### src/psstat_pkg.sv
// Purpose: Shared constants and types for the power state status register.
// Assumes: Core clock of 200 MHz; 16-bit register image.
// Notes:   Field positions, reset values and timing counts are named here once.
package psstat_pkg;

    // Power state encodings as reported in the two-bit state field.
    typedef enum logic [1:0] {
        PSSTAT_ACTIVE    = 2'h0,
        PSSTAT_VCC_STBY  = 2'h1,
        PSSTAT_BAT_STBY  = 2'h2,
        PSSTAT_FLASH     = 2'h3
    } psstat_state_t;

    // Field positions inside the status word.
    localparam int WD_FAIL_LSB   = 12;
    localparam int WD_FAIL_MSB   = 15;
    localparam int FORCED_WD_BIT = 11;
    localparam int FORCED_OT_BIT = 10;
    localparam int STATE_LSB     = 8;
    localparam int STATE_MSB     = 9;
    localparam int RETRY_LSB     = 4;
    localparam int RETRY_MSB     = 6;
    localparam int SETTLE_BIT    = 3;

    // Reset values.
    localparam logic [3:0]  WD_FAIL_RST = 4'h0;
    localparam logic [2:0]  RETRY_RST   = 3'h0;
    localparam logic        SETTLE_RST  = 1'b1;
    localparam logic [1:0]  STATE_RST   = 2'h2;
    localparam logic        FORCED_RST  = 1'b0;
    localparam logic        HOLD_RST    = 1'b0;

    // Settling interval after wake-up, in nanoseconds, and its cycle count.
    localparam int CLK_PERIOD_NS   = 5;
    localparam int SETTLE_TIME_NS  = 200000;
    localparam int SETTLE_CYCLES   = (SETTLE_TIME_NS + CLK_PERIOD_NS - 1) / CLK_PERIOD_NS;
    localparam int SETTLE_CNT_W    = 16;

endpackage : psstat_pkg

### src/psstat_settle.sv
// Purpose: Counts the settling interval after a wake from logic-supply standby into active.
// Assumes: START is a one-cycle pulse on the core clock.
// Notes:   The interval length is a parameter so simulation can shorten it.
module psstat_settle #(
    parameter int SETTLE_CYCLES = psstat_pkg::SETTLE_CYCLES
) (
    input  wire logic CORE_CLK,
    input  wire logic RST_B,
    input  wire logic CLK_EN,
    input  wire logic START,
    output logic      BUSY
);

    logic [psstat_pkg::SETTLE_CNT_W-1:0] cnt_r;

    // Loads the count on start and runs it down to zero; busy while nonzero.
    always_ff @(posedge CORE_CLK or negedge RST_B) begin
        if (!RST_B) begin
            cnt_r <= '0;
        end else if (CLK_EN) begin
            if (START) begin
                cnt_r <= SETTLE_CYCLES[psstat_pkg::SETTLE_CNT_W-1:0];
            end else if (cnt_r != '0) begin
                cnt_r <= cnt_r - 1'b1;
            end
        end
    end

    assign BUSY = (cnt_r != '0);

endmodule : psstat_settle

### src/psstat_reg.sv
// Purpose: Power state status register with watchdog, overheat and settling fields.
// Assumes: All event inputs are one-cycle pulses from logic on CORE_CLK.
// Notes:   The register is read through the serial control port's read strobes.
// Functional notes
// - The four-bit watchdog failure count is kept and a read-and-clear leaves it untouched.
// - The failure count clears on a proper watchdog trigger or a watchdog-forced standby.
// - Separate sticky flags record standby forced by watchdog and by overheat until read-and-clear.
// - The state field encodes 00 active, 01 logic standby, 10 battery standby or reset, 11 flash.
// - The state field updates on every state transition and on each read-and-clear.
// - The first read after entering active or flash returns the previous state.
// - After a read-and-clear later reads return the state currently in force.
// - The settling flag stands for 200 us after logic standby to active and gates all drivers.
// - The settling flag clears itself and ignores read-and-clear.
// - A read-and-clear resets all latched fields except the watchdog and settling bits.
// - Fields sit at 15:12, 11, 10, 9:8, 6:4 and 3; other bits read zero.
module psstat_reg #(
    parameter int SETTLE_CYCLES = psstat_pkg::SETTLE_CYCLES
) (
    input  wire logic        CORE_CLK,
    input  wire logic        RST_B,
    input  wire logic        CLK_EN,
    input  wire logic        RD_STB,
    input  wire logic        RD_CLR_STB,
    input  wire logic        WD_FAIL_EVT,
    input  wire logic        WD_OK_EVT,
    input  wire logic        WD_FORCE_EVT,
    input  wire logic        OT_FORCE_EVT,
    input  wire logic        OT_RETRY_EVT,
    input  wire logic        STATE_CHG_EVT,
    input  wire logic [1:0]  NEW_STATE,
    output logic      [15:0] RD_DATA,
    output logic             RD_VALID,
    output logic             DRV_DISABLE
);

    logic [3:0] wd_fail_r;
    logic       forced_wd_r;
    logic       forced_ot_r;
    logic [1:0] shown_state_r;
    logic [1:0] cur_state_r;
    logic       hold_prev_r;
    logic [2:0] retry_r;
    logic       settle_start;
    logic       settle_busy;
    logic       rd_any;

    // Builds the status word from the held fields.
    function automatic logic [15:0] pack_word(input logic [3:0] wdf, input logic fwd,
                                              input logic fot, input logic [1:0] st,
                                              input logic [2:0] rt, input logic nr);
        logic [15:0] w;
        w = '0;
        w[psstat_pkg::WD_FAIL_MSB:psstat_pkg::WD_FAIL_LSB] = wdf;
        w[psstat_pkg::FORCED_WD_BIT] = fwd;
        w[psstat_pkg::FORCED_OT_BIT] = fot;
        w[psstat_pkg::STATE_MSB:psstat_pkg::STATE_LSB] = st;
        w[psstat_pkg::RETRY_MSB:psstat_pkg::RETRY_LSB] = rt;
        w[psstat_pkg::SETTLE_BIT] = nr;
        return w;
    endfunction : pack_word

    // Saturating step of the watchdog failure count; it sticks at all ones.
    function automatic logic [3:0] wd_fail_step(input logic [3:0] cnt);
        return (cnt == 4'hf) ? cnt : cnt + 4'h1;
    endfunction : wd_fail_step

    // Saturating step of the overheat restart count; it sticks at all ones.
    function automatic logic [2:0] retry_step(input logic [2:0] cnt);
        return (cnt == 3'h7) ? cnt : cnt + 3'h1;
    endfunction : retry_step

    // True for the target states whose first read reports the state left behind.
    function automatic logic shows_previous(input logic [1:0] st);
        return (st == psstat_pkg::PSSTAT_ACTIVE) || (st == psstat_pkg::PSSTAT_FLASH);
    endfunction : shows_previous

    // True for the transition from logic-supply standby into active mode.
    function automatic logic wakes_to_active(input logic [1:0] from_st, input logic [1:0] to_st);
        return (from_st == psstat_pkg::PSSTAT_VCC_STBY) && (to_st == psstat_pkg::PSSTAT_ACTIVE);
    endfunction : wakes_to_active

    assign rd_any = RD_STB | RD_CLR_STB;

    // A wake from logic standby into active arms the settling interval.
    assign settle_start = STATE_CHG_EVT && wakes_to_active(cur_state_r, NEW_STATE);

    psstat_settle #(
        .SETTLE_CYCLES (SETTLE_CYCLES)
    ) u_settle (
        .CORE_CLK (CORE_CLK),
        .RST_B    (RST_B),
        .CLK_EN   (CLK_EN),
        .START    (settle_start),
        .BUSY     (settle_busy)
    );

    // Watchdog failure count; clear events win over a failure, read-and-clear is ignored.
    always_ff @(posedge CORE_CLK or negedge RST_B) begin
        if (!RST_B) begin
            wd_fail_r <= psstat_pkg::WD_FAIL_RST;
        end else if (CLK_EN) begin
            if (WD_OK_EVT || WD_FORCE_EVT) begin
                wd_fail_r <= psstat_pkg::WD_FAIL_RST;
            end else if (WD_FAIL_EVT) begin
                wd_fail_r <= wd_fail_step(wd_fail_r);
            end
        end
    end

    // Sticky watchdog-forced standby flag; a new event wins over a clear in the same cycle.
    always_ff @(posedge CORE_CLK or negedge RST_B) begin
        if (!RST_B) begin
            forced_wd_r <= psstat_pkg::FORCED_RST;
        end else if (CLK_EN) begin
            if (WD_FORCE_EVT) begin
                forced_wd_r <= 1'b1;
            end else if (RD_CLR_STB) begin
                forced_wd_r <= psstat_pkg::FORCED_RST;
            end
        end
    end

    // Sticky overheat-forced standby flag, with the same set-over-clear priority.
    always_ff @(posedge CORE_CLK or negedge RST_B) begin
        if (!RST_B) begin
            forced_ot_r <= psstat_pkg::FORCED_RST;
        end else if (CLK_EN) begin
            if (OT_FORCE_EVT) begin
                forced_ot_r <= 1'b1;
            end else if (RD_CLR_STB) begin
                forced_ot_r <= psstat_pkg::FORCED_RST;
            end
        end
    end

    // Overheat restart count, saturating, cleared by read-and-clear unless an attempt lands.
    always_ff @(posedge CORE_CLK or negedge RST_B) begin
        if (!RST_B) begin
            retry_r <= psstat_pkg::RETRY_RST;
        end else if (CLK_EN) begin
            if (RD_CLR_STB) begin
                retry_r <= OT_RETRY_EVT ? 3'h1 : psstat_pkg::RETRY_RST;
            end else if (OT_RETRY_EVT) begin
                retry_r <= retry_step(retry_r);
            end
        end
    end

    // Live device state, following every transition.
    always_ff @(posedge CORE_CLK or negedge RST_B) begin
        if (!RST_B) begin
            cur_state_r <= psstat_pkg::STATE_RST;
        end else if (CLK_EN) begin
            if (STATE_CHG_EVT) begin
                cur_state_r <= NEW_STATE;
            end
        end
    end

    // Marks that the shown field still holds the state left when entering active or flash.
    always_ff @(posedge CORE_CLK or negedge RST_B) begin
        if (!RST_B) begin
            hold_prev_r <= psstat_pkg::HOLD_RST;
        end else if (CLK_EN) begin
            if (STATE_CHG_EVT) begin
                hold_prev_r <= shows_previous(NEW_STATE);
            end else if (rd_any) begin
                hold_prev_r <= psstat_pkg::HOLD_RST;
            end
        end
    end

    // State shown to software; a held previous state is released by the first read.
    always_ff @(posedge CORE_CLK or negedge RST_B) begin
        if (!RST_B) begin
            shown_state_r <= psstat_pkg::STATE_RST;
        end else if (CLK_EN) begin
            if (STATE_CHG_EVT) begin
                if (shows_previous(NEW_STATE)) begin
                    shown_state_r <= cur_state_r;
                end else begin
                    shown_state_r <= NEW_STATE;
                end
            end else if (RD_CLR_STB || (RD_STB && hold_prev_r)) begin
                shown_state_r <= cur_state_r;
            end
        end
    end

    // Answer strobe: one cycle high after every taken read of either kind.
    always_ff @(posedge CORE_CLK or negedge RST_B) begin
        if (!RST_B) begin
            RD_VALID <= 1'b0;
        end else if (CLK_EN) begin
            RD_VALID <= rd_any;
        end
    end

    // Read data register: captures the word before any clear takes effect.
    always_ff @(posedge CORE_CLK or negedge RST_B) begin
        if (!RST_B) begin
            RD_DATA <= '0;
        end else if (CLK_EN) begin
            if (rd_any) begin
                RD_DATA <= pack_word(wd_fail_r, forced_wd_r, forced_ot_r,
                                     shown_state_r, retry_r, settle_busy);
            end
        end
    end

    // Output drivers are held off while the settling flag stands.
    always_ff @(posedge CORE_CLK or negedge RST_B) begin
        if (!RST_B) begin
            DRV_DISABLE <= psstat_pkg::SETTLE_RST;
        end else if (CLK_EN) begin
            DRV_DISABLE <= settle_busy | settle_start;
        end
    end

endmodule : psstat_reg

### config.mk
export PLATFORM = sky130hd
export DESIGN_NAME = psstat_reg
export DESIGN_NICKNAME = d
export VERILOG_FILES = /design/src/psstat_pkg.sv /design/src/psstat_settle.sv /design/src/psstat_reg.sv
export SDC_FILE = /design/constraint.sdc
export NUM_CORES = 1
export LEC_CHECK = 0
export ABC_AREA = 0
export BUFFER_PORTS_ARGS = -buffer_cell sky130_fd_sc_hd__buf_2
export CELL_PAD_IN_SITES_DETAIL_PLACEMENT = 2
export CELL_PAD_IN_SITES_GLOBAL_PLACEMENT = 2
export CORE_MARGIN = 3
export CORE_UTILIZATION = 37
export CTS_CLUSTER_DIAMETER = 150
export DETAILED_ROUTE_END_ITERATION = 7
export PLACE_DENSITY = 0.83
export REMOVE_ABC_BUFFERS = 1
export SLEW_MARGIN = 30
export SYNTH_ARGS = -nofsm -noshare
export SYNTH_HDL_FRONTEND = slang
export SYNTH_HIERARCHICAL = 1
export SYNTH_SLANG_ARGS = --single-unit
### constraint.sdc
create_clock -name CORE_CLK -period 2.1 [get_ports CORE_CLK]
set_clock_uncertainty 0.1 [all_clocks]
set_input_delay 0.525 -clock CORE_CLK [delete_from_list [all_inputs] [get_ports CORE_CLK]]
set_output_delay 0.525 -clock CORE_CLK [all_outputs]
set_load 0.005 [all_outputs]
# [After elaboration in Yosys (flattened, before gate mapping)]
# Index checks and enable logic that the tools add are counted.
[totals] ff_bits=44 latchBits=0 ramBits=0 mem_bits_ro=0 in_bits=13 out_inout_bits=18 memories=0
[op_classes] add_sub_neg=3 mul=0 n_div=0 order_cmp=0 n_eq_ne=6 shift=0 n_mux=17 n_bitwise=2 reduce_logical=24
[op_table] cell="16-bit two-way mux" count=2
[op_table] cell="16-bit nonzero test" count=1
[op_table] cell="16-bit by 1-bit subtractor with 16-bit output (second input constant)" count=1
[op_table] cell="2-bit AND reduction" count=7
[op_table] cell="2-bit nonzero test" count=7
[op_table] cell="4-bit two-way mux" count=3
[op_table] cell="3-bit two-way mux" count=3
[op_table] cell="1-bit two-way mux" count=6
[op_table] cell="2-bit two-way mux" count=3
[op_table] cell="3-bit AND reduction" count=2
[op_table] cell="4-bit by 1-bit adder with 4-bit output (second input constant)" count=1
[op_table] cell="4-bit equality test (second input constant)" count=1
[op_table] cell="2-bit inequality test (second input constant)" count=2
[op_table] cell="3-bit by 1-bit adder with 3-bit output (second input constant)" count=1
[op_table] cell="3-bit equality test (second input constant)" count=1
[op_table] cell="1-bit logical AND" count=3
[op_table] cell="1-bit logical OR" count=3
[op_table] cell="2-bit by 1-bit equality test with 1-bit output (second input constant)" count=1
[op_table] cell="2-bit equality test (second input constant)" count=1
[op_table] cell="2-bit zero test" count=1
[op_table] cell="1-bit bitwise OR" count=2

# [Logic depth before layout (Yosys ltp)]
[depth] ltp_word=5 depth_mapped=8 mapped_depth_nobuf=7

# [Modules after synthesis]
# Netlist, hierarchy kept.
[modules_own_cells] module="psstat_reg" n_inst=1 cells_per_inst=111 area_each_um2=1318.8 seq_area_each_um2=704.4
[modules_own_cells] module="psstat_settle" n_inst=1 cells_per_inst=113 area_each_um2=1038.5 seq_area_each_um2=400.4

# [Worst setup path before layout]
# No wires, ideal clock.
[synth_path] path_kind="register to register" start="register u_settle/cnt_r[0] (netlist bit)" end="register u_settle/cnt_r[1] (netlist bit)" setup_ns=0.125 arrival_ns=1.682 required_time_ns=1.875 slack_ns=0.193 path_stages_with_launch=7 path_cell_list="dfrtp_1 -> inv_1 -> ha_1 -> nor3b_4 -> nand4_2 -> o21ai_2 -> mux2_2"
[synth_via] elab_chain_len=3 word_cells_on_any_way=6
[synth_rtl] item="start, declared" line="psstat_settle.sv:14" text="logic [psstat_pkg::SETTLE_CNT_W-1:0] cnt_r;"
[synth_rtl] item="start signal, assigned" line="psstat_settle.sv:22" text="cnt_r <= SETTLE_CYCLES[psstat_pkg::SETTLE_CNT_W-1:0];"
[synth_rtl] item="start signal, assigned" line="psstat_settle.sv:24" text="cnt_r <= cnt_r - 1'b1;"
[synth_rtl] item="16-bit by 1-bit subtractor with 16-bit output or 16-bit nonzero test (tied branches)" line="psstat_settle.sv:24, psstat_settle.sv:23"
[synth_rtl] item="16-bit two-way mux or 2-bit nonzero test (tied branches)"
[synth_rtl] item="16-bit two-way mux or 2-bit AND reduction (tied branches)"
# Several ways; a longest one is shown, not always the timed one. The select of a mux whose other input is x is not followed.
# A chain may end at the register's enable or synchronous reset.

# [Worst setup path in the final report]
# Same ends and word-level chain as after synthesis.

==> flow_summary.json <==
{
  "status": "completed",
  "port_buffers": 26,
  "grt_first_pass_wirelength_um": 11100,
  "max_freq_ghz": 0.510,
  "min_period_over_period_pct": 93.4,
  "rr_endpoint": "u_settle/cnt_r[1]$_DFFE_PN0P_",
  "yosys_warnings": 6,
  "grtUsageMet2_pct": 34.3,
  "dieArea_um2": 7370,
  "drv_slew": 0,
  "crit_slowest_cell": "dfrtp_1",
  "rsz0062_at_grt": "false",
  "netlist_instances": 224,
  "antenna_found_initial": 0,
  "ff2ff_path_depth": 6,
  "r2r_slack_ns": 0.14,
  "clockBufferDepth": 2,
  "synthFlopType": "dfrtp_1",
  "hold_path.class": "in -> async",
  "r2r_start": "u_settle/cnt_r[0]$_DFFE_PN0P_",
  "mappedNetlistArea_um2": 2360,
  "p_per_area_nw_per_um2": 803,
  "p_leak_nw": 1.24,
  "cts-root-buf": "clkbuf_8",
  "synth.yosys.seq_area_share_pct": 46.9,
  "period_needed_ns": 1.96,
  "drive_gt1_share_pct": 29.4,
  "ios": 31,
  "busiest_layer": "met2",
  "crit_type": "reg -> reg",
  "htree_levels": 2,
  "gp_congestion": 0.771,
  "antenna_left": 0,
  "finish.utilization_pct": 45.5,
  "drv_cap": 0,
  "use_met1_pct": 24.7,
  "slowest_delay_ns": 0.39,
  "post_drt_wl_per_cell_um": 19.9,
  "via_per_inst": 5.69,
  "cts_made_buffers": 5,
  "setup_violations": 0,
  "syn_area_per_cell_um2": 10.5,
  "ir_drop_mv": 0.411,
  "synthArstFlopShare_pct": 100,
  "path_max_fanout": 6,
  "core_um2": 6060,
  "critPathRequiredTime_ns": 2.20,
  "rows": 28,
  "grt_start_max_net_pins": 29,
  "die_y_um": 85.8,
  "critPathArrivalTime_ns": 2.06,
  "crit_path_start": "u_settle/cnt_r[0]$_DFFE_PN0P_",
  "cts_tree": "done",
  "critPathLaunchType": "register",
  "drt-initial-drc-count": 119,
  "drc": 0,
  "crit_chain": "inv_1, ha_1, nor3b_4, nand4_2, o21ai_2, mux2_2",
  "synth_edf_count": 0,
  "ys_ff_latch": 44,
  "initial_core_util_pct": 38.9,
  "grt_pass1_vias": 2125,
  "drt_first_pass_iters": 4,
  "end_kind": "register",
  "synth_cell_types": 49,
  "diodes": 0,
  "hold_viol": 0,
  "tns_ns": 0,
  "finalWirelength_um": 6770,
  "clock_sinks": 44,
  "use_met3_pct": 3.46,
  "clk_pin_slew_ns": 0.10,
  "grt_overflow": 0,
  "dieWidth_um": 85.8,
  "worstSkewPairLatency_ns": 0.31,
  "num_vias": 1933,
  "finalNetCount": 282,
  "syn_to_final_growth_pct": 16.9,
  "dp_hpwl_um": 4740,
  "grt.total_usage_pct": 19.4
}
state kept, by name, indices dropped and copies added (netlist names):
name / count
forced_ot_r: 1
wd_fail_r: 4
RD_VALID: 1
shown_state_r: 2
DRV_DISABLE: 1
RD_DATA: 12
forced_wd_r: 1
retry_r: 3
hold_prev_r: 1
cur_state_r: 2
u_settle/cnt_r: 16
worst max-delay path by stage:
| stage | end | slack, ns |
|---|---|---|
| 3_5_place_dp | u_settle/cnt_r[9]$_DFFE_PN0P_ | 0.06 |
| 6_report | u_settle/cnt_r[1]$_DFFE_PN0P_ | 0.14 |
| 5_1_grt | u_settle/cnt_r[1]$_DFFE_PN0P_ | 0.01 |
| 3_3_place_gp | u_settle/cnt_r[6]$_DFFE_PN0P_ | 0.13 |
| 2_1_floorplan | u_settle/cnt_r[1]$_DFFE_PN0P_ | -0.01 |
| 4_1_cts | RD_DATA[3]$_DFFE_PN0P_ | 0.08 |
final cells by class:
| class | instances | area, um2 |
|---|---|---|
| Clock buffer | 5 | 68.8 |
| Clock inverter | 3 | 25.0 |
| Fill cell | 655 | 3310 |
| Inverter | 13 | 48.8 |
| Multi-Input combinational cell | 157 | 1130 |
| Sequential cell | 44 | 1100 |
| Tap cell | 75 | 93.8 |
| Timing Repair Buffer | 43 | 283 |
where the power goes:
| part | switching, mW | internal [mW] |
|---|---|---|
| Clock | 0.342 | 0.243 |
| Sequential | 0.129 | 0.973 |
| Combinational | 0.270 | 0.256 |
metal layers:
metal / wire (um) / vias up / part of all wire [%]
li1: - / 888 / -
met1: 3030 / 1007 / 45
met2: 3470 / 29 / 51
met3: 204 / 9 / 3.0
met4: 64 / 0 / 0.95
met5: 0 / - / 0
critical path: cells and delay by family, from the launching register on:
kind,cells,cell delay (ns)
adders and majority gates,1,0.18
AOI/OAI and AO/OA,1,0.22
muxes,1,0.35
buffers and inverters,1,0.08
DFF,1,0.39
and+or+nand+nor,2,0.52
repair_timing:
item,in CTS,in global routing
setup endpoints to repair,0,3
hold buffers,0,0
setup buffers,0,2
resized for setup,0,1
Yosys cell counts (3+ instances only):
library cell / number / share of area [%]
nor3_1: 5 / 1.1
nor2b_1: 4 / 1.1
nand2_1: 21 / 3.3
nor3b_1: 3 / 0.96
mux2_4: 4 / 2.5
nand4b_1: 4 / 1.5
mux2i_1: 3 / 1.3
o41ai_1: 4 / 1.5
and4_1: 3 / 1.1
and3_1: 4 / 1.1
mux2_2: 12 / 5.7
o21ai_0: 17 / 3.6
nor2_1: 14 / 2.2
dfrtp_1: 41 / 44
inv_1: 13 / 2.1
buf_4: 5 / 1.6
nand3_1: 6 / 1.3
a31oi_1: 3 / 0.80
a21oi_1: 7 / 1.5
nor4_4: 3 / 2.7
dfstp_2: 3 / 3.3
clkbuf_1: 4 / 0.64
ha_1: 5 / 2.7
placed cells by master (no fill, tap or decap), types with 3 or more instances in the layout:
cell type  instances
nand2_1           21
inv_1             13
nor3b_1            3
buf_2             26
and3_1             3
a21oi_1            7
nor2_1            14
mux2_4             4
mux2_2            12
and4_1             3
dfstp_2            3
a31oi_1            3
buf_4             15
mux2i_1            3
o21ai_0           17
ha_1               5
conb_1             4
o41ai_1            4
nor2b_1            4
clkbuf_8           5
nand3_1            6
dfrtp_1           41
nor4_4             3
nand4b_1           4
nor3_1             5
logic make-up after synthesis:
logic type,share of synthesized area (%)
flip-flops,46.9
multiplexers,9.55
AO/OA/AOI/OAI,14.7
other,0.159
adder cells (fa/ha/maj),2.65
buffers and inverters,5.68
AND/OR/NAND/NOR,20.4
stage by stage:
stage | worst slack [ns] | area, um2 | power (mW) | instances | hold WS (ns)
2_1_floorplan | -0.00971 | 2280 | 1.39 | 214 | 0.129
3_3_place_gp | 0.128 | 2650 | 1.59 | 330 | 0.366
3_5_place_dp | 0.0648 | 2650 | 1.63 | 330 | 0.382
4_1_cts | 0.0843 | 2740 | 2.23 | 338 | 0.0499
5_1_grt | 0.0132 | 2760 | 2.35 | 340 | 0.0521
6_report | 0.139 | 2760 | 2.21 | 340 | 0.0465
(Power assumes the default switching activity.)
